## config.mk

```make
export PLATFORM = sky130hd
export DESIGN_NAME = tbc_connect_ctrl
export DESIGN_NICKNAME = d
export VERILOG_FILES = /design/src/rtl/tbc_pkg.sv /design/src/rtl/tbc_sync.sv /design/src/rtl/tbc_connect_ctrl.sv
export SDC_FILE = /design/constraint.sdc
export NUM_CORES = 1
export LEC_CHECK = 0
export BUFFER_PORTS_ARGS = -buffer_cell sky130_fd_sc_hd__buf_4
export CORE_MARGIN = 2
export CORE_UTILIZATION = 39
export CTS_CLUSTER_SIZE = 28
export DETAILED_ROUTE_END_ITERATION = 10
export GPL_ROUTABILITY_DRIVEN = 0
export GPL_TIMING_DRIVEN = 0
export SETUP_SLACK_MARGIN = 0.02
export SYNTH_ARGS = -nofsm -noshare
export SYNTH_HDL_FRONTEND = slang
export SYNTH_HIERARCHICAL = 1
export SYNTH_SLANG_ARGS = --single-unit
```

## constraint.sdc

```tcl
create_clock -name mclk -period 7.85 [get_ports mclk]
set_clock_uncertainty 0.15 [all_clocks]
set_input_delay 0 -clock mclk [delete_from_list [all_inputs] [get_ports mclk]]
set_output_delay 0 -clock mclk [all_outputs]
set_load 0.1 [all_outputs]
```

## src/rtl/tbc_pkg.sv

```systemverilog
package tbc_pkg;
	////////////////////////////////////////////////////////////////////////
	// clock and timing
	localparam int unsigned CLK_HZ = 25_000_000;
	localparam int unsigned STUCK_MS = 30;
	localparam int unsigned STUCK_CYC = CLK_HZ / 1000 * STUCK_MS;
	localparam int unsigned IDLE_US = 95;
	localparam int unsigned IDLE_CYC = CLK_HZ / 1_000_000 * IDLE_US;
	localparam int unsigned RECOV_GAP_US = 40;
	localparam int unsigned RECOV_GAP_CYC =
		(CLK_HZ / 1000 * RECOV_GAP_US + 999) / 1000;
	localparam int unsigned PULSE_HZ = 8500;
	localparam int unsigned PULSE_HALF_CYC = CLK_HZ / (2 * PULSE_HZ);
	localparam int unsigned PULSE_NUM = 16;
	localparam int unsigned TMR_W = 12;
	localparam int unsigned PCNT_W = 5;
	////////////////////////////////////////////////////////////////////////
	// reset values
	localparam logic READY_RST = 1'b0;
	localparam logic PRECHARGE_RST = 1'b1;
	////////////////////////////////////////////////////////////////////////
	// types
	typedef struct packed {
		logic data;
		logic clock;
	} tbc_pair_s;

	typedef enum logic [2:0] {
		ST_LOCKOUT,
		ST_WAIT_IDLE,
		ST_CONNECTED,
		ST_STUCK_GAP,
		ST_PULSE,
		ST_STOP
	} tbc_state_e;
endpackage : tbc_pkg

```

## src/rtl/tbc_sync.sv

```systemverilog
module tbc_sync #(
	parameter int unsigned W = 1
) (
	// clock and reset
	input wire logic mclk,
	input wire logic rst_n,
	input wire logic clk_en,
	// levels
	input wire logic [W-1:0] async_in,
	output logic [W-1:0] sync_out
);
	logic [W-1:0] s1_q;
	logic [W-1:0] s2_q;

	if (W < 1) begin : g_bad_w
		$error("tbc_sync: width must be at least one");
	end

	// idle bus lines are high, so the chain starts high
	for (genvar i = 0; i < W; i++) begin : g_bit
		always_ff @(posedge mclk or negedge rst_n) begin
			if (!rst_n) begin
				s1_q[i] <= 1'b1;
				s2_q[i] <= 1'b1;
			end else if (clk_en) begin
				s1_q[i] <= async_in[i];
				s2_q[i] <= s1_q[i];
			end
		end
	end
	assign sync_out = s2_q;
endmodule : tbc_sync

```

## src/rtl/tbc_connect_ctrl.sv

```systemverilog
module tbc_connect_ctrl
	import tbc_pkg::*;
#(
	parameter int unsigned STUCK_CYCLES = STUCK_CYC,
	parameter int unsigned IDLE_CYCLES = IDLE_CYC
) (
	// clock, reset, enable
	input wire logic mclk,
	input wire logic rst_n,
	input wire logic clk_en,
	// supply and host control
	input wire logic supply_good,
	input wire logic enable,
	// protected side pins
	input wire tbc_pair_s protected_side_in,
	output tbc_pair_s protected_side_out,
	output tbc_pair_s protected_side_oe,
	// recovery side pins
	input wire tbc_pair_s recovery_side_in,
	output tbc_pair_s recovery_side_out,
	output tbc_pair_s recovery_side_oe,
	// status
	output logic ready_out,
	output logic ready_oe,
	output logic precharge_en,
	output logic connected
);
	localparam int unsigned SW = $clog2(STUCK_CYCLES + 1);
	localparam int unsigned IW = $clog2(IDLE_CYCLES + 1);

	if (STUCK_CYCLES < 2 || IDLE_CYCLES < 2) begin : g_bad_param
		$error("tbc_connect_ctrl: timing counts too small");
	end

	////////////////////////////////////////////////////////////////////////
	// every pin passes two flops before use
	logic sup_s;
	logic en_s;
	tbc_pair_s [1:0] side_s;

	tbc_sync #(
		.W(6)
	) u_sync (
		.mclk(mclk),
		.rst_n(rst_n),
		.clk_en(clk_en),
		.async_in({supply_good, enable, protected_side_in,
			recovery_side_in}),
		.sync_out({sup_s, en_s, side_s[0], side_s[1]})
	);

	////////////////////////////////////////////////////////////////////////
	// control state
	tbc_state_e st_q, st_d;
	logic en_q, en_d;
	logic fault_q, fault_d;
	logic [TMR_W-1:0] tmr_q, tmr_d;
	logic [PCNT_W-1:0] pcnt_q, pcnt_d;
	logic ph_q, ph_d;
	tbc_pair_s [1:0] prev_q, prev_d;
	logic [1:0][IW-1:0] idle_q, idle_d;
	logic [1:0][SW-1:0] stk_q, stk_d;
	tbc_pair_s drv_p_q, drv_p_d;
	tbc_pair_s drv_r_q, drv_r_d;
	tbc_pair_s [1:0] echo_p_q, echo_p_d;
	tbc_pair_s [1:0] echo_r_q, echo_r_d;
	tbc_pair_s own_p;
	tbc_pair_s own_r;
	logic ready_q, ready_d;
	logic pre_q, pre_d;
	logic conn_q, conn_d;
	logic [1:0] side_idle;
	logic [1:0] side_stop;
	logic stuck;
	logic forced;
	logic stk_run;
	logic [1:0] rec_low;

	always_comb begin
		st_d = st_q;
		fault_d = fault_q;
		tmr_d = tmr_q;
		pcnt_d = pcnt_q;
		ph_d = ph_q;
		en_d = en_s;
		prev_d = side_s;
		rec_low = {~side_s[1].data, ~side_s[1].clock};
		forced = fault_q && en_s && !en_q && st_q != ST_LOCKOUT;
		// own recovery drive must not look like a stuck line
		stk_run = st_q == ST_WAIT_IDLE || st_q == ST_CONNECTED;
		for (int s = 0; s < 2; s++) begin
			if (side_s[s].data && side_s[s].clock) begin
				idle_d[s] = (idle_q[s] == IW'(IDLE_CYCLES)) ?
					idle_q[s] : idle_q[s] + IW'(1);
			end else begin
				idle_d[s] = '0;
			end
			side_idle[s] = idle_q[s] == IW'(IDLE_CYCLES);
			side_stop[s] = side_s[s].clock && side_s[s].data &&
				!prev_q[s].data;
			if (!rec_low[s] || forced) begin
				stk_d[s] = '0;
			end else if (stk_run && stk_q[s] != SW'(STUCK_CYCLES)) begin
				stk_d[s] = stk_q[s] + SW'(1);
			end else begin
				stk_d[s] = stk_q[s];
			end
		end
		stuck = stk_run && (stk_q[0] == SW'(STUCK_CYCLES) ||
			stk_q[1] == SW'(STUCK_CYCLES));
		unique case (st_q)
			ST_LOCKOUT: begin
				if (sup_s) begin
					st_d = ST_WAIT_IDLE;
				end
			end
			ST_WAIT_IDLE: begin
				if (stuck) begin
					st_d = ST_STUCK_GAP;
					fault_d = 1'b1;
					tmr_d = '0;
				end else if (en_s && ((side_idle[0] && side_idle[1]) ||
					(side_stop[0] && side_idle[1]) ||
					(side_stop[1] && side_idle[0]))) begin
					st_d = ST_CONNECTED;
					fault_d = 1'b0;
				end
			end
			ST_CONNECTED: begin
				if (!en_s) begin
					st_d = ST_WAIT_IDLE;
				end else if (stuck) begin
					st_d = ST_STUCK_GAP;
					fault_d = 1'b1;
					tmr_d = '0;
				end
			end
			ST_STUCK_GAP: begin
				tmr_d = tmr_q + TMR_W'(1);
				if (tmr_q == TMR_W'(RECOV_GAP_CYC - 1)) begin
					st_d = ST_PULSE;
					tmr_d = '0;
					pcnt_d = '0;
					ph_d = 1'b0;
				end
			end
			ST_PULSE: begin
				tmr_d = tmr_q + TMR_W'(1);
				if (tmr_q == TMR_W'(PULSE_HALF_CYC - 1)) begin
					tmr_d = '0;
					ph_d = !ph_q;
					if (ph_q) begin
						pcnt_d = pcnt_q + PCNT_W'(1);
						// stop early once the data line is freed
						if (pcnt_q == PCNT_W'(PULSE_NUM - 1) ||
							side_s[1].data) begin
							st_d = ST_STOP;
							ph_d = 1'b0;
						end
					end
				end
			end
			ST_STOP: begin
				tmr_d = tmr_q + TMR_W'(1);
				if (tmr_q == TMR_W'(PULSE_HALF_CYC - 1)) begin
					tmr_d = '0;
					ph_d = 1'b1;
					if (ph_q) begin
						st_d = ST_WAIT_IDLE;
					end
				end
			end
		endcase
		if (forced) begin
			st_d = ST_CONNECTED;
			// a new stuck event in the same cycle keeps the fault
			fault_d = stuck;
		end
		if (!sup_s) begin
			st_d = ST_LOCKOUT;
		end
	end

	////////////////////////////////////////////////////////////////////////
	// pin drives and status
	always_comb begin
		drv_p_d = '0;
		drv_r_d = '0;
		// a released line still reads low for two edges in the
		// synchroniser, so our own recent drive is masked that long
		echo_p_d = {echo_p_q[0], drv_p_q};
		echo_r_d = {echo_r_q[0], drv_r_q};
		own_p = drv_p_q | echo_p_q[0] | echo_p_q[1];
		own_r = drv_r_q | echo_r_q[0] | echo_r_q[1];
		unique case (st_d)
			ST_CONNECTED: begin
				// follow only lows made outside, else a driven low
				// would hold itself forever
				drv_r_d.data = !side_s[0].data && !own_p.data;
				drv_r_d.clock = !side_s[0].clock && !own_p.clock;
				drv_p_d.data = !side_s[1].data && !own_r.data &&
					!drv_r_d.data;
				drv_p_d.clock = !side_s[1].clock && !own_r.clock &&
					!drv_r_d.clock;
			end
			ST_PULSE: begin
				drv_r_d.clock = !ph_d;
			end
			ST_STOP: begin
				drv_r_d.data = 1'b1;
				drv_r_d.clock = !ph_d;
			end
			default: begin
				drv_p_d = '0;
			end
		endcase
		conn_d = st_d == ST_CONNECTED;
		ready_d = conn_d && en_s;
		pre_d = st_d == ST_LOCKOUT;
	end

	always_ff @(posedge mclk or negedge rst_n) begin
		if (!rst_n) begin
			st_q <= ST_LOCKOUT;
			en_q <= 1'b0;
			fault_q <= 1'b0;
			tmr_q <= '0;
			pcnt_q <= '0;
			ph_q <= 1'b0;
			prev_q <= '1;
			idle_q <= '0;
			stk_q <= '0;
			drv_p_q <= '0;
			drv_r_q <= '0;
			echo_p_q <= '0;
			echo_r_q <= '0;
			ready_q <= READY_RST;
			pre_q <= PRECHARGE_RST;
			conn_q <= 1'b0;
		end else if (clk_en) begin
			st_q <= st_d;
			en_q <= en_d;
			fault_q <= fault_d;
			tmr_q <= tmr_d;
			pcnt_q <= pcnt_d;
			ph_q <= ph_d;
			prev_q <= prev_d;
			idle_q <= idle_d;
			stk_q <= stk_d;
			drv_p_q <= drv_p_d;
			drv_r_q <= drv_r_d;
			echo_p_q <= echo_p_d;
			echo_r_q <= echo_r_d;
			ready_q <= ready_d;
			pre_q <= pre_d;
			conn_q <= conn_d;
		end
	end

	////////////////////////////////////////////////////////////////////////
	// open-drain pins only ever pull low; precharge_en and connected drive both levels
	assign protected_side_out = '0;
	assign recovery_side_out = '0;
	assign protected_side_oe = drv_p_q;
	assign recovery_side_oe = drv_r_q;
	assign ready_out = 1'b0;
	assign ready_oe = !ready_q;
	assign precharge_en = pre_q;
	assign connected = conn_q;
endmodule : tbc_connect_ctrl

```

[Word-level counts from Yosys, hierarchy flattened]
Cells that the tools add are included.
Cells by class
  reductions and logical operators: 61
  bitwise operators: 4
  multiplexer cells: 45
  equality and inequality tests: 26
  add/sub/neg operators: 6
Operator list (count)
  two-way mux 12 bit: 8
  two-way mux 20 bit: 4
  case mux 12 bit (4 select lines): 1
  adder 20 x 1 -> 20 bit, second input constant: 2
  equality test 20 bit, second input constant: 2
  != test 20 bit, second input constant: 2
  adder 12 x 1 -> 12 bit, second input constant: 3
  two-way mux 3 bit: 12
  equality test 12 bit, second input constant: 2
  logical AND 1 bit: 21
  case mux 3 bit (6 select lines): 1
  zero test 1 bit: 16
  two-way mux 5 bit: 3
  equality test 12 x 10 -> 1 bit, second input constant: 1
  equality test 12 x 11 -> 1 bit, second input constant: 1
  equality test 3 bit, second input constant: 4
  two-way mux 1 bit: 10
  != test 2 bit, second input constant: 5
  case mux 5 bit (2 select lines): 1
  AND reduction 5 bit: 2
  equality test 3 x 2 -> 1 bit, second input constant: 3
  bitwise OR 2 bit: 4
  AND reduction 2 bit: 4
  logical OR 1 bit: 7
  other kinds (16): 23
Storage, ports and cells
  bits of input ports: 9
  output and inout bits: 12
  register bits: 116
  word-level logic and storage cells: 181

[Longest topological paths before layout]
Gate-level depths: netlist of the first run.
  depth in word-level cells: 14
  mapped depth: 10
  mapped depth without buffers: 10

[Modules after synthesis]
Netlist of the first run, hierarchy kept.
By module, submodules not included
  tbc_connect_ctrl: instances 1, area each 5718.0 µm², seq. area each 2606.2 µm², cells an instance 602
  tbc_sync: instances 1, area each 499.2 µm², seq. area each 315.3 µm², cells an instance 25

[Worst setup path before layout of the first run]
No wires, ideal clock.
  path type: register -> register
  start: register tmr_q[3]
  end: register ready_q
  period minus slack after synthesis: 2.490 ns
  path slack: 5.360 ns
  stages on the path, launching flop included: 8
  required time: 7.538 ns
  arrival: 2.178 ns
  setup time: 0.162 ns
  path through: dfrtp_1 > or4b_4 > nor4_4 > nand2_1 > a2111o_1 > o211ai_1 > or3b_4 > o21ai_0
Between the ends
  cells in the longest elaborated chain, start to end: 7
  elaborated cells on any way between the ends: 10
Ends and longest elaborated chain
  start: declaration: RTL line tbc_connect_ctrl.sv:57  | logic [TMR_W-1:0] tmr_q, tmr_d;
  start signal: assignment: RTL line tbc_connect_ctrl.sv:244  | tmr_q <= tmr_d;
  equality test 12 x 11 -> 1 bit / equality test 12 x 10 -> 1 bit (equally long branches): RTL line tbc_connect_ctrl.sv:149, tbc_connect_ctrl.sv:165, tbc_connect_ctrl.sv:140
  two-way mux 3 bit (on tied branches): RTL line tbc_connect_ctrl.sv:165, tbc_connect_ctrl.sv:140, tbc_connect_ctrl.sv:149
  case mux 3 bit (6 select lines) (*): RTL line tbc_connect_ctrl.sv:111  | unique case (st_q)
  two-way mux 3 bit (*): RTL line tbc_connect_ctrl.sv:174  | if (forced) begin
  two-way mux 3 bit (*): RTL line tbc_connect_ctrl.sv:179  | if (!sup_s) begin
  equality test 3 x 2 -> 1 bit (*): RTL line tbc_connect_ctrl.sv:217  | conn_d = st_d == ST_CONNECTED;
  logical AND 1 bit (*): RTL line tbc_connect_ctrl.sv:218  | ready_d = conn_d && en_s;
  end signal: assignment: RTL line tbc_connect_ctrl.sv:254  | ready_q <= ready_d;
  end: declaration: RTL line tbc_connect_ctrl.sv:69  | logic ready_q, ready_d;
Every way passes the cells marked *; elsewhere a longest branch is shown, timed or not.
A chain may end at the register's enable or synchronous reset.

==> metrics.md, run 1 <==
| Metric | Value |
|---|---|
| Worst Hold Endpoint | u_sync/s1_q[2] |
| Final Cycle Share | 0.370 |
| Core ar. | 0.0157 mm^2 |
| CP max-delay cell | nor4bb_1 |
| Die W | roughly 130 um |
| P&R area growth vs syn | 20.3% |
| Yosys cell types | 75 |
| Setup crit start kind | register |
| Clk pin slew, worst setup/hold paths | 50 ps |
| Maximum VDD drop | between 0.15 and 0.2 mV |
| Sequential-to-total area share from yosys stat | 0.470 |
| Crit path from | idle_q[12] |
| Vias in the first global route | 4,720 |
| Buf/Inv on CP | 0 |
| Syn avg cell area | between 9 and 10 um^2 |
| Max-slew violation count | 0 |
| Clk sinks | between 100 and 150 |
| Max-slew headroom | 0.554 |
| Clock Tree Root | clkbuf_16 |
| Worst setup EP type | register |
| Setup violators final | 0 |
| Total GRT Usage | 0.170 |
| Power Dens Cells | 228 mW/mm^2 |
| CTS tree | yes |
| ANT cells | 0 |
| RSZ-0062 raised after global routing | false |
| First-pass GRT wire length | between 20,000 and 25,000 um |
| Crit-path max FO | 6 |
| Cell family with most CP delay | simple AND/OR/NAND/NOR gates |
| Setup CP Type | reg -> reg |
| CTS H-Tree Depth | 4 |
| Async S/R FF share, synth | 1.00 |
| CTS max path bufs | 2 |
| Reg2Reg Depth | 8 |
| Post-Syn Area | 0.00622 mm^2 |
| Post-synth EDFFs | 0 |
| Clock Latency Late Sink | 420 ps |
| Leak | 3.20 nW |
| Hold Path Origin | protected_side_in[0] |
| Status | complete, no violations |
| Crit path time final | 2900 ps |
| Initial antenna violation count | 0 |
| Starting Density | 0.396 |
| Die Span Y | 130 um |
| Worst Hold Class | in -> reg |
| Full die area | 0.0170 mm^2 |
| I/O pin count | 21 |
| Worst-margin pin slew | between 600 and 700 ps |
| Drt drc | 0 |
| Post-Route WL | 13,200 um |
| Drt first-iter violations | 276 |
| R2R setup slack | 4950 ps |
| Total grt overflow | 0 |
| Via density | 5.26 |
| Hold Fails Final Rpt | 0 |
| Yosys reg bits | 116 |
| Remaining antenna violation count | 0 |
| Pre-antenna DRT Iters | 5 |
| Largest stage delay on the critical path | 550 ps |
| F_max | 345 MHz |
| Crit path DAT | 3090 ps |
| Wire per inst | 14.5 um |
| R2R Path End | recovery_side_oe[1] |
| IO Port Bufs | 15 |
| Ys Warns | 6 |
| Setup total negative slack | 0 ps |
| WP data required | 8040 ps |
| Mapped Cells | 627 |
| Design Power | 1.70 mW |
| Main synth FF type | dfrtp_1 |
| Rows | 46 |
| Num CTS Buffers | 17 |
| Ratio of cells with drive above 1 in the final layout | 0.166 |
| Critical path cell sequence | ha_1 -> nor4bb_1 -> a32oi_1 -> nor3b_1 -> a21o_1 -> o211ai_1 -> or3b_4 -> o221ai_2 |
| Reg-to-reg startpoint | idle_q[12] |
| Routed vias | 4,777 |
| Detail Placement HPWL | 9110 um |
| WHS Path Cells | 3 |
| Layout Nets | 702 |
| Largest net degree at the start of global routing | 70 |
| Max-Cap Viols | 0 |
repair_timing:
item,CTS,global route
buffers inserted,0,0
endpoints found under the hold margin,111,0
gates resized for setup,0,0
hold buffers,14,0
worst register-to-register path, cell delays in order (launching register included):
cell and delay [ps]:
dfrtp_1 370, ha_1 240, nor4bb_1 550, a32oi_1 190, nor3b_1 390, a21o_1 160, o211ai_1 160, or3b_4 470
o221ai_2 150
report_power, final:
group	leakage, nW	internal (mW)	total [mW]	switching [mW]
registers	1.55	0.631	0.658	0.0271
logic	1.32	0.0636	0.162	0.0988
clock network	0.334	0.618	0.882	0.264
area by class of cell:
| cell class | count | area [um^2] |
|---|---|---|
| fill | 1466 | 8230 |
| multi-input combinational | 460 | 3060 |
| sequential | 116 | 2920 |
| clock buffer | 22 | 474 |
| timing repair buffer | 30 | 302 |
| tap | 216 | 270 |
| clock inverter | 10 | 200 |
| buffer | 25 | 139 |
| inverter | 30 | 113 |
state kept, by name (all words and copies together) (netlist names), 2 cells and up:
name               flops
tmr_q                 12
u_sync/s1_q            6
echo_p_d               2
protected_side_oe      2
pcnt_q                 5
idle_q                24
echo_p_q               2
u_sync/sync_out        6
echo_r_q               2
echo_r_d               2
prev_q                 2
st_q                   3
stk_q                 40
recovery_side_oe       2
routing by layer:
metal / wire length (um) / global-route usage
met2: 6400 / 0.273
met1: 6280 / 0.223
met3: 377 / 0.0410
met5: 0 / 0
met4: 153 / 0.0683
logic make-up (layout without fill, tap and decap cells):
group	after synthesis	count (layout)	share of synthesized area
AND/OR/NAND/NOR	255	255	0.218
AO/OA/AOI/OAI	117	117	0.129
flip-flops	116	116	0.470
buffers and inverters	55	117	0.0404
XOR/XNOR	43	43	0.0606
multiplexers	27	27	0.0545
adder cells (fa/ha/maj)	13	13	0.0262
other	1	5	0.000603
stage by stage:
stage / util / worst slack [ps] / instance area [um^2] / hold WS [ps] / instances
2_1_floorplan: - / 5360 / 6230 / -446 / 631
3_3_place_gp: 0.421 / 5010 / 6620 / 82.8 / 862
3_5_place_dp: 0.423 / 4940 / 6650 / -184 / 863
4_1_cts: 0.476 / 4920 / 7480 / 201 / 909
5_1_grt: 0.476 / 4760 / 7480 / 238 / 909
6_report: 0.476 / 4950 / 7480 / 213 / 909
worst max path at each step:
stage	end	slack, ps	cells past startpoint
floorplan	ready_q	5360	7
global placement	recovery_side_oe[1]	5010	8
detailed placement	recovery_side_oe[1]	4940	8
CTS	recovery_side_oe[1]	4920	8
global route	recovery_side_oe[1]	4760	8
finish	recovery_side_oe[1]	4950	8
cell usage after synthesis (3+ instances only):
master | n | share of area
a21o_1 | 3 | 0.0036
o2111ai_1 | 3 | 0.0042
xor2_1 | 28 | 0.039
dfrtp_1 | 101 | 0.41
clkbuf_1 | 9 | 0.0054
and3_1 | 9 | 0.0091
or4_1 | 3 | 0.0036
and2_1 | 3 | 0.0030
nor4bb_1 | 4 | 0.0064
nand2_1 | 46 | 0.028
nor2b_1 | 5 | 0.0050
nor3_1 | 15 | 0.012
buf_4 | 9 | 0.011
nand3_1 | 28 | 0.023
o211ai_1 | 3 | 0.0036
ha_1 | 13 | 0.026
nand4_1 | 15 | 0.015
o21a_1 | 3 | 0.0036
a21oi_1 | 25 | 0.020
inv_1 | 30 | 0.018
o2111a_1 | 3 | 0.0054
nor4_1 | 7 | 0.0070
o21ai_0 | 41 | 0.033
or3_1 | 18 | 0.018
nand2b_1 | 4 | 0.0040
dfstp_2 | 15 | 0.063
xnor2_1 | 15 | 0.021
nor2_1 | 70 | 0.042
and4_1 | 6 | 0.0085
buf_2 | 3 | 0.0024
mux2_4 | 10 | 0.024
o31ai_1 | 8 | 0.0097
buf_1 | 3 | 0.0018
mux2_2 | 15 | 0.027
nor4b_1 | 4 | 0.0056
cells in the final DEF (no fill, tap or decap), drive strengths merged, types with 5 or more instances in the layout:
cell type and n:
inv 30, nor2b 5, a21oi 25, and4 6, o31ai 8, dlygate4sd3 13, clkbuf 31, xnor2 15
nor4 8, and3 9, dfstp 15, bufinv 6, buf 33, nor2 70, nand2 46, conb 5
xor2 28, dfrtp 101, or3 18, mux2 25, ha 13, o21ai 42, nor3 16, nand3 28
nand4 15
No activity file was read; power rests on OpenSTA's default activity.
==> run 2: changes to the inputs <==
==> constraint.sdc (replaced) <==
create_clock -name mclk -period 2.9 [get_ports mclk]
set_clock_uncertainty 0.15 [all_clocks]
set_input_delay 0 -clock mclk [delete_from_list [all_inputs] [get_ports mclk]]
set_output_delay 0 -clock mclk [all_outputs]
set_load 0.1 [all_outputs]
==> metrics.md, run 2 (synthesis gave the netlist of run 1 again) <==
| Metric | Value |
|---|---|
| Setup total negative slack | 0 ps |
| Routed vias | ~4,800 |
| Rows | 46 |
| Critical path depth | 8 |
| Setup crit start kind | register |
| Setup violators final | 0 |
| Hold Path Origin | protected_side_in[0] |
| CTS max path bufs | 2 |
| F_max | 354 MHz |
| Commonest non-fill, non-tap cell in the layout | dfrtp_1 |
| Biggest registers after layout | stk_q: 40 flops, idle_q: 24 flops, tmr_q: 12 flops |
| Max-Cap Viols | 0 |
| Reg with most FFs | stk_q |
| Total grt overflow | 0 |
| Num CTS Buffers | 17 |
| Full die area | 0.0170 mm^2 |
| Layout Nets | 705 |
| Cell family with most CP delay | simple AND/OR/NAND/NOR gates |
| Worst Hold Endpoint | u_sync/s1_q[2] |
| Starting Density | 0.396 |
| R2R Path End | recovery_side_oe[1] |
| Total GRT Usage | 0.170 |
| First-pass GRT wire length | around 23,000 um |
| Worst-margin pin slew | about 670 ps |
| Crit-path max FO | 7 |
| CTS H-Tree Depth | 4 |
| Hold WS | 218 ps |
| Drt drc | 0 |
| P&R area growth vs syn | 21.3% |
| Clk sinks | 116 |
| Vias in the first global route | 4,718 |
| Ratio of cells with drive above 1 in the final layout | 0.181 |
| Post-Route WL | 13,300 um |
| Critical path cell sequence | or4b_4 -> nor4_4 -> buf_4 -> nand2_1 -> a2111o_1 -> o211ai_1 -> or3b_4 -> o221ai_2 |
| CP max-delay cell | or4b_4 |
| IO Port Bufs | 15 |
| Max-slew headroom | 0.549 |
| Hold Fails Final Rpt | 0 |
| Reg2Reg Depth | 8 |
| Commonest cells after routing, fill and taps aside | 99 x dfrtp_1, 70 x nor2_1, 46 x nand2_1 |
| Final Cycle Share | 0.975 |
| Drt first-iter violations | 257 |
| WP data required | 3030 ps |
| Setup CP Type | reg -> reg |
| Met1 Use GR | 0.222 |
| Clk pin slew, worst setup/hold paths | 50 ps |
| Largest stage delay on the critical path | 560 ps |
| Design Power | 4.62 mW |
| ANT cells | 0 |
| Buf/Inv on CP | 1 |
| Crit path DAT | roughly 3000 ps |
| Clock Tree Root | clkbuf_16 |
| I/O pin count | 21 |
| Wire per inst | 14.6 um |
| Core ar. | 0.0157 mm^2 |
| Max-slew violation count | 0 |
| Pre-antenna DRT Iters | 4 |
| Status | complete, no violations |
| CTS tree | yes |
| WHS Path Cells | 3 |
| Power Dens Cells | approximately 610 mW/mm^2 |
| Clock Latency Late Sink | approximately 410 ps |
| Remaining antenna violation count | 0 |
| Die Span Y | 130 um |
| Met3 usage | 0.0410 |
| Fill count | 1,465 |
| Largest net degree at the start of global routing | 70 |
| Die W | 130 um |
| Detail Placement HPWL | 9110 um |
| M2 GR Usage | 0.273 |
| Largest register FFs | 40 |
| Crit path time final | roughly 2800 ps |
| Reg-to-reg startpoint | tmr_q[3] |
| Via density | 5.24 |
| Worst setup EP type | register |
| Worst Hold Class | in -> reg |
| Maximum VDD drop | 0.407 mV |
| Crit path from | tmr_q[3] |
| Leak | 3.25 nW |
| Initial antenna violation count | 0 |
| GRT Max-Usage Layer | met2 |
| R2R setup slack | 70 ps |
run 2: worst max path at each step:
stage                                to  slack, ps
floorplan                       ready_q        410
global placement    recovery_side_oe[1]         60
detailed placement  recovery_side_oe[1]        -10
CTS                           tmr_q[10]         70
global route        recovery_side_oe[1]        -30
finish              recovery_side_oe[1]         70
run 2: layout make-up:
cell class | instances | area [um^2] | area share
inverters | 30 | 113 | 0.0149
clock buffers | 22 | 474 | 0.0629
clock inverters | 10 | 200 | 0.0265
well taps | 216 | 270 | 0.0358
repair buffers | 33 | 324 | 0.0430
plain buffers | 25 | 139 | 0.0184
flip-flops and latches | 116 | 2920 | 0.388
multi-input cells | 460 | 3100 | 0.411
run 2: metrics by stage:
step / cells / cell area (um^2) / worst slack [ps] / util
after global routing: 912 / 7540 / -25.1 / 0.480
after global placement: 862 / 6620 / 61.5 / 0.421
after detailed placement: 863 / 6650 / -14.5 / 0.423
after CTS: 909 / 7480 / 74.8 / 0.476
final: 912 / 7540 / 71.6 / 0.480
after floorplan: 631 / 6230 / 410 / -
run 2: worst register-to-register path: stages, from the launching register on:
cell and delay (ps):
dfrtp_2 430, or4b_4 560, nor4_4 210, buf_4 190
nand2_1 80, a2111o_1 380, o211ai_1 320, or3b_4 270
o221ai_2 100
run 2: timing repair:
action / 4_1_cts / 5_1_grt
setup buffers: 0 / 3
hold buffers: 14 / 0
setup endpoints to repair: 5 / 19
pin swaps: 0 / 3
gates resized for setup: 1 / 9
endpoints found under the hold margin: 111 / 0
run 2: routing by layer:
metal | vias to the layer above | routed length (um) | share of wire
li1 | 2353 | - | -
met1 | 2349 | 6350 | 0.48
met2 | 61 | 6420 | 0.48
met3 | 19 | 326 | 0.025
met4 | 0 | 202 | 0.015
met5 | - | 0 | 0
run 2: power by group:
group / internal, mW / switching (mW) / total (mW)
clock: 1.67 / 0.720 / 2.39
sequential: 1.71 / 0.0739 / 1.78
combinational: 0.173 / 0.270 / 0.443
total: 3.55 / 1.06 / 4.62
==> run 3: changes to the inputs <==
--- a/config.mk
+++ b/config.mk
@@ -6,6 +6,7 @@
 export NUM_CORES = 1
 export LEC_CHECK = 0
 export BUFFER_PORTS_ARGS = -buffer_cell sky130_fd_sc_hd__buf_4
+export CORE_ASPECT_RATIO = 1.5
 export CORE_MARGIN = 2
 export CORE_UTILIZATION = 39
 export CTS_CLUSTER_SIZE = 28
==> metrics.md, run 3 (synthesis gave the netlist of run 1 again) <==
| Metric | Value |
|---|---|
| Switching power | 1.09 mW |
| Drt first-iter violations | about 270 |
| Sequential power share | 0.405 |
| Power Dens Cells | 589 mW/mm^2 |
| CTS tree | yes |
| Setup crit start kind | register |
| Setup CP Type | reg -> reg |
| Largest register FFs | 40 |
| Wire per inst | around 15 um |
| Max-Cap Viols | 0 |
| Full die area | 0.0170 mm^2 |
| ANT cells | 0 |
| Starting Density | 0.398 |
| Max-slew headroom | 0.556 |
| Layout Nets | 707 |
| Num CTS Buffers | 17 |
| Crit path time final | 2790 ps |
| Initial antenna violation count | 0 |
| RSZ-0062 raised after global routing | false |
| Vias in the first global route | approximately 4,900 |
| Reg with most FFs | stk_q |
| P&R area growth vs syn | 20.2% |
| Commonest cells after routing, fill and taps aside | 100 x dfrtp_1, 70 x nor2_1, 46 x nand2_1 |
| Clk pin slew, worst setup/hold paths | 50 ps |
| Drt drc | 0 |
| Via density | 5.44 |
| Detail Placement HPWL | 9600 um |
| Ratio of cells with drive above 1 in the final layout | 0.176 |
| I/O pin count | 21 |
| Total GRT Usage | 0.174 |
| Clk sinks | 116 |
| WP data required | between 3000 and 4000 ps |
| Largest net degree at the start of global routing | 73 |
| Crit-path max FO | 6 |
| Multi-input gate area | approximately 0.0031 mm^2 |
| Leak | 3.21 nW |
| Crit path DAT | ~3000 ps |
| Maximum VDD drop | around 0.42 mV |
| Final Cycle Share | 0.963 |
| Total grt overflow | 0 |
| Biggest registers after layout | stk_q: 40 flops, idle_q: 24 flops, tmr_q: 12 flops |
| Worst setup EP type | register |
| Hold Fails Final Rpt | 0 |
| Storage cell area | 0.00292 mm^2 |
| Rows | 56 |
| CTS max path bufs | 2 |
| Status | complete, no violations |
| Hold WS | 226 ps |
| Setup violators final | 0 |
| Die W | ~110 um |
| Clock Latency Late Sink | around 430 ps |
| CTS H-Tree Depth | 4 |
| Setup total negative slack | 0 ps |
| F_max | 358 MHz |
| Sw Share | 0.248 |
| Core ar. | approximately 0.016 mm^2 |
| Remaining antenna violation count | 0 |
| Clock share of power | 0.492 |
| IO Port Bufs | 15 |
| Post-Route WL | around 14,000 um |
| Fill count | between 1,000 and 1,500 |
| Worst-margin pin slew | 663 ps |
| Worst Hold Class | in -> reg |
| Commonest non-fill, non-tap cell in the layout | dfrtp_1 |
| Clock Tree Root | clkbuf_16 |
| Routed vias | just under 5,000 |
| Pre-antenna DRT Iters | 5 |
| Comb power frac | 0.103 |
| Die Span Y | 159 um |
| First-pass GRT wire length | roughly 23,000 um |
| Max-slew violation count | 0 |
| Internal | between 3 and 4 mW |
-- run 3: cell types whose count changed in the layout (fill, tap and decap cells not counted), sizes merged --
cell,before,now
bufinv,6,4
buf,36,37
clkbuf,31,30
dlygate4sd3,13,14
clkinvlp,0,3
-- run 3: layer usage --
layer / up-vias / GRT usage / part of all wire
met4: 0 / 0.0724 / 0.015
met3: 17 / 0.0426 / 0.029
met5: - / 0 / 0
met2: 85 / 0.304 / 0.53
li1: 2366 / - / -
met1: 2434 / 0.203 / 0.43
-- run 3: layout make-up --
cell class / count / area share
Clock inverter: 11 / 0.0218
Inverter: 30 / 0.0151
Buffer: 25 / 0.0186
Timing Repair Buffer: 35 / 0.0457
Multi-Input combinational cell: 460 / 0.415
Tap cell: 203 / 0.0340
Sequential cell: 116 / 0.391
Clock buffer: 21 / 0.0589
-- run 3: power groups by stage --
stage,Sequential (mW),Clock (mW),Combinational [mW]
after floorplan,1.80,0,0.282
after global placement,1.81,0,0.407
after detailed placement,1.81,0,0.429
after CTS,1.78,2.21,0.455
after global routing,1.79,2.28,0.501
final,1.78,2.16,0.455
-- run 3: final timing paths --
path                                           start              endpoint  slack (ps)  cells past startpoint
max in group asynchronous                      rst_n        u_sync/s1_q[2]        1720                      4
worst max register to register              tmr_q[3]  protected_side_oe[0]         110                      9
worst max-delay path                        tmr_q[3]  protected_side_oe[0]         110                      9
worst min-delay path            protected_side_in[0]        u_sync/s1_q[2]         230                      3
min in group asynchronous                      rst_n              tmr_q[7]         500                      4
worst min register to register           echo_p_q[2]           echo_p_q[2]         350                      1
-- run 3: metrics by stage --
step                 util  std cells  setup WS [ps]  power [mW]  cell area, um^2
finish              0.478        901            109        4.40             7470
global route        0.478        901           8.23        4.57             7470
CTS                 0.474        897           24.8        4.45             7400
detailed placement  0.424        850           59.1        2.24             6630
global placement    0.422        849           36.2        2.21             6600
floorplan               -        631            410        2.08             6230
-- run 3: worst max-delay path, stage by stage (launching register included) --
cell       delay, ps
dfrtp_1          420
or4b_4           560
nor4_4           210
buf_4            190
buf_4            110
o21ba_2          140
o211ai_2         110
o21bai_2         210
or3b_4           460
o2bb2ai_2        160
-- run 3: timing repair --
| item | CTS | global route |
|---|---|---|
| endpoints found under the hold margin | 114 | 0 |
| setup buffers | 0 | 4 |
| hold buffers | 15 | 0 |
| gates resized for setup | 0 | 11 |
| endpoints found under the setup margin | 0 | 24 |
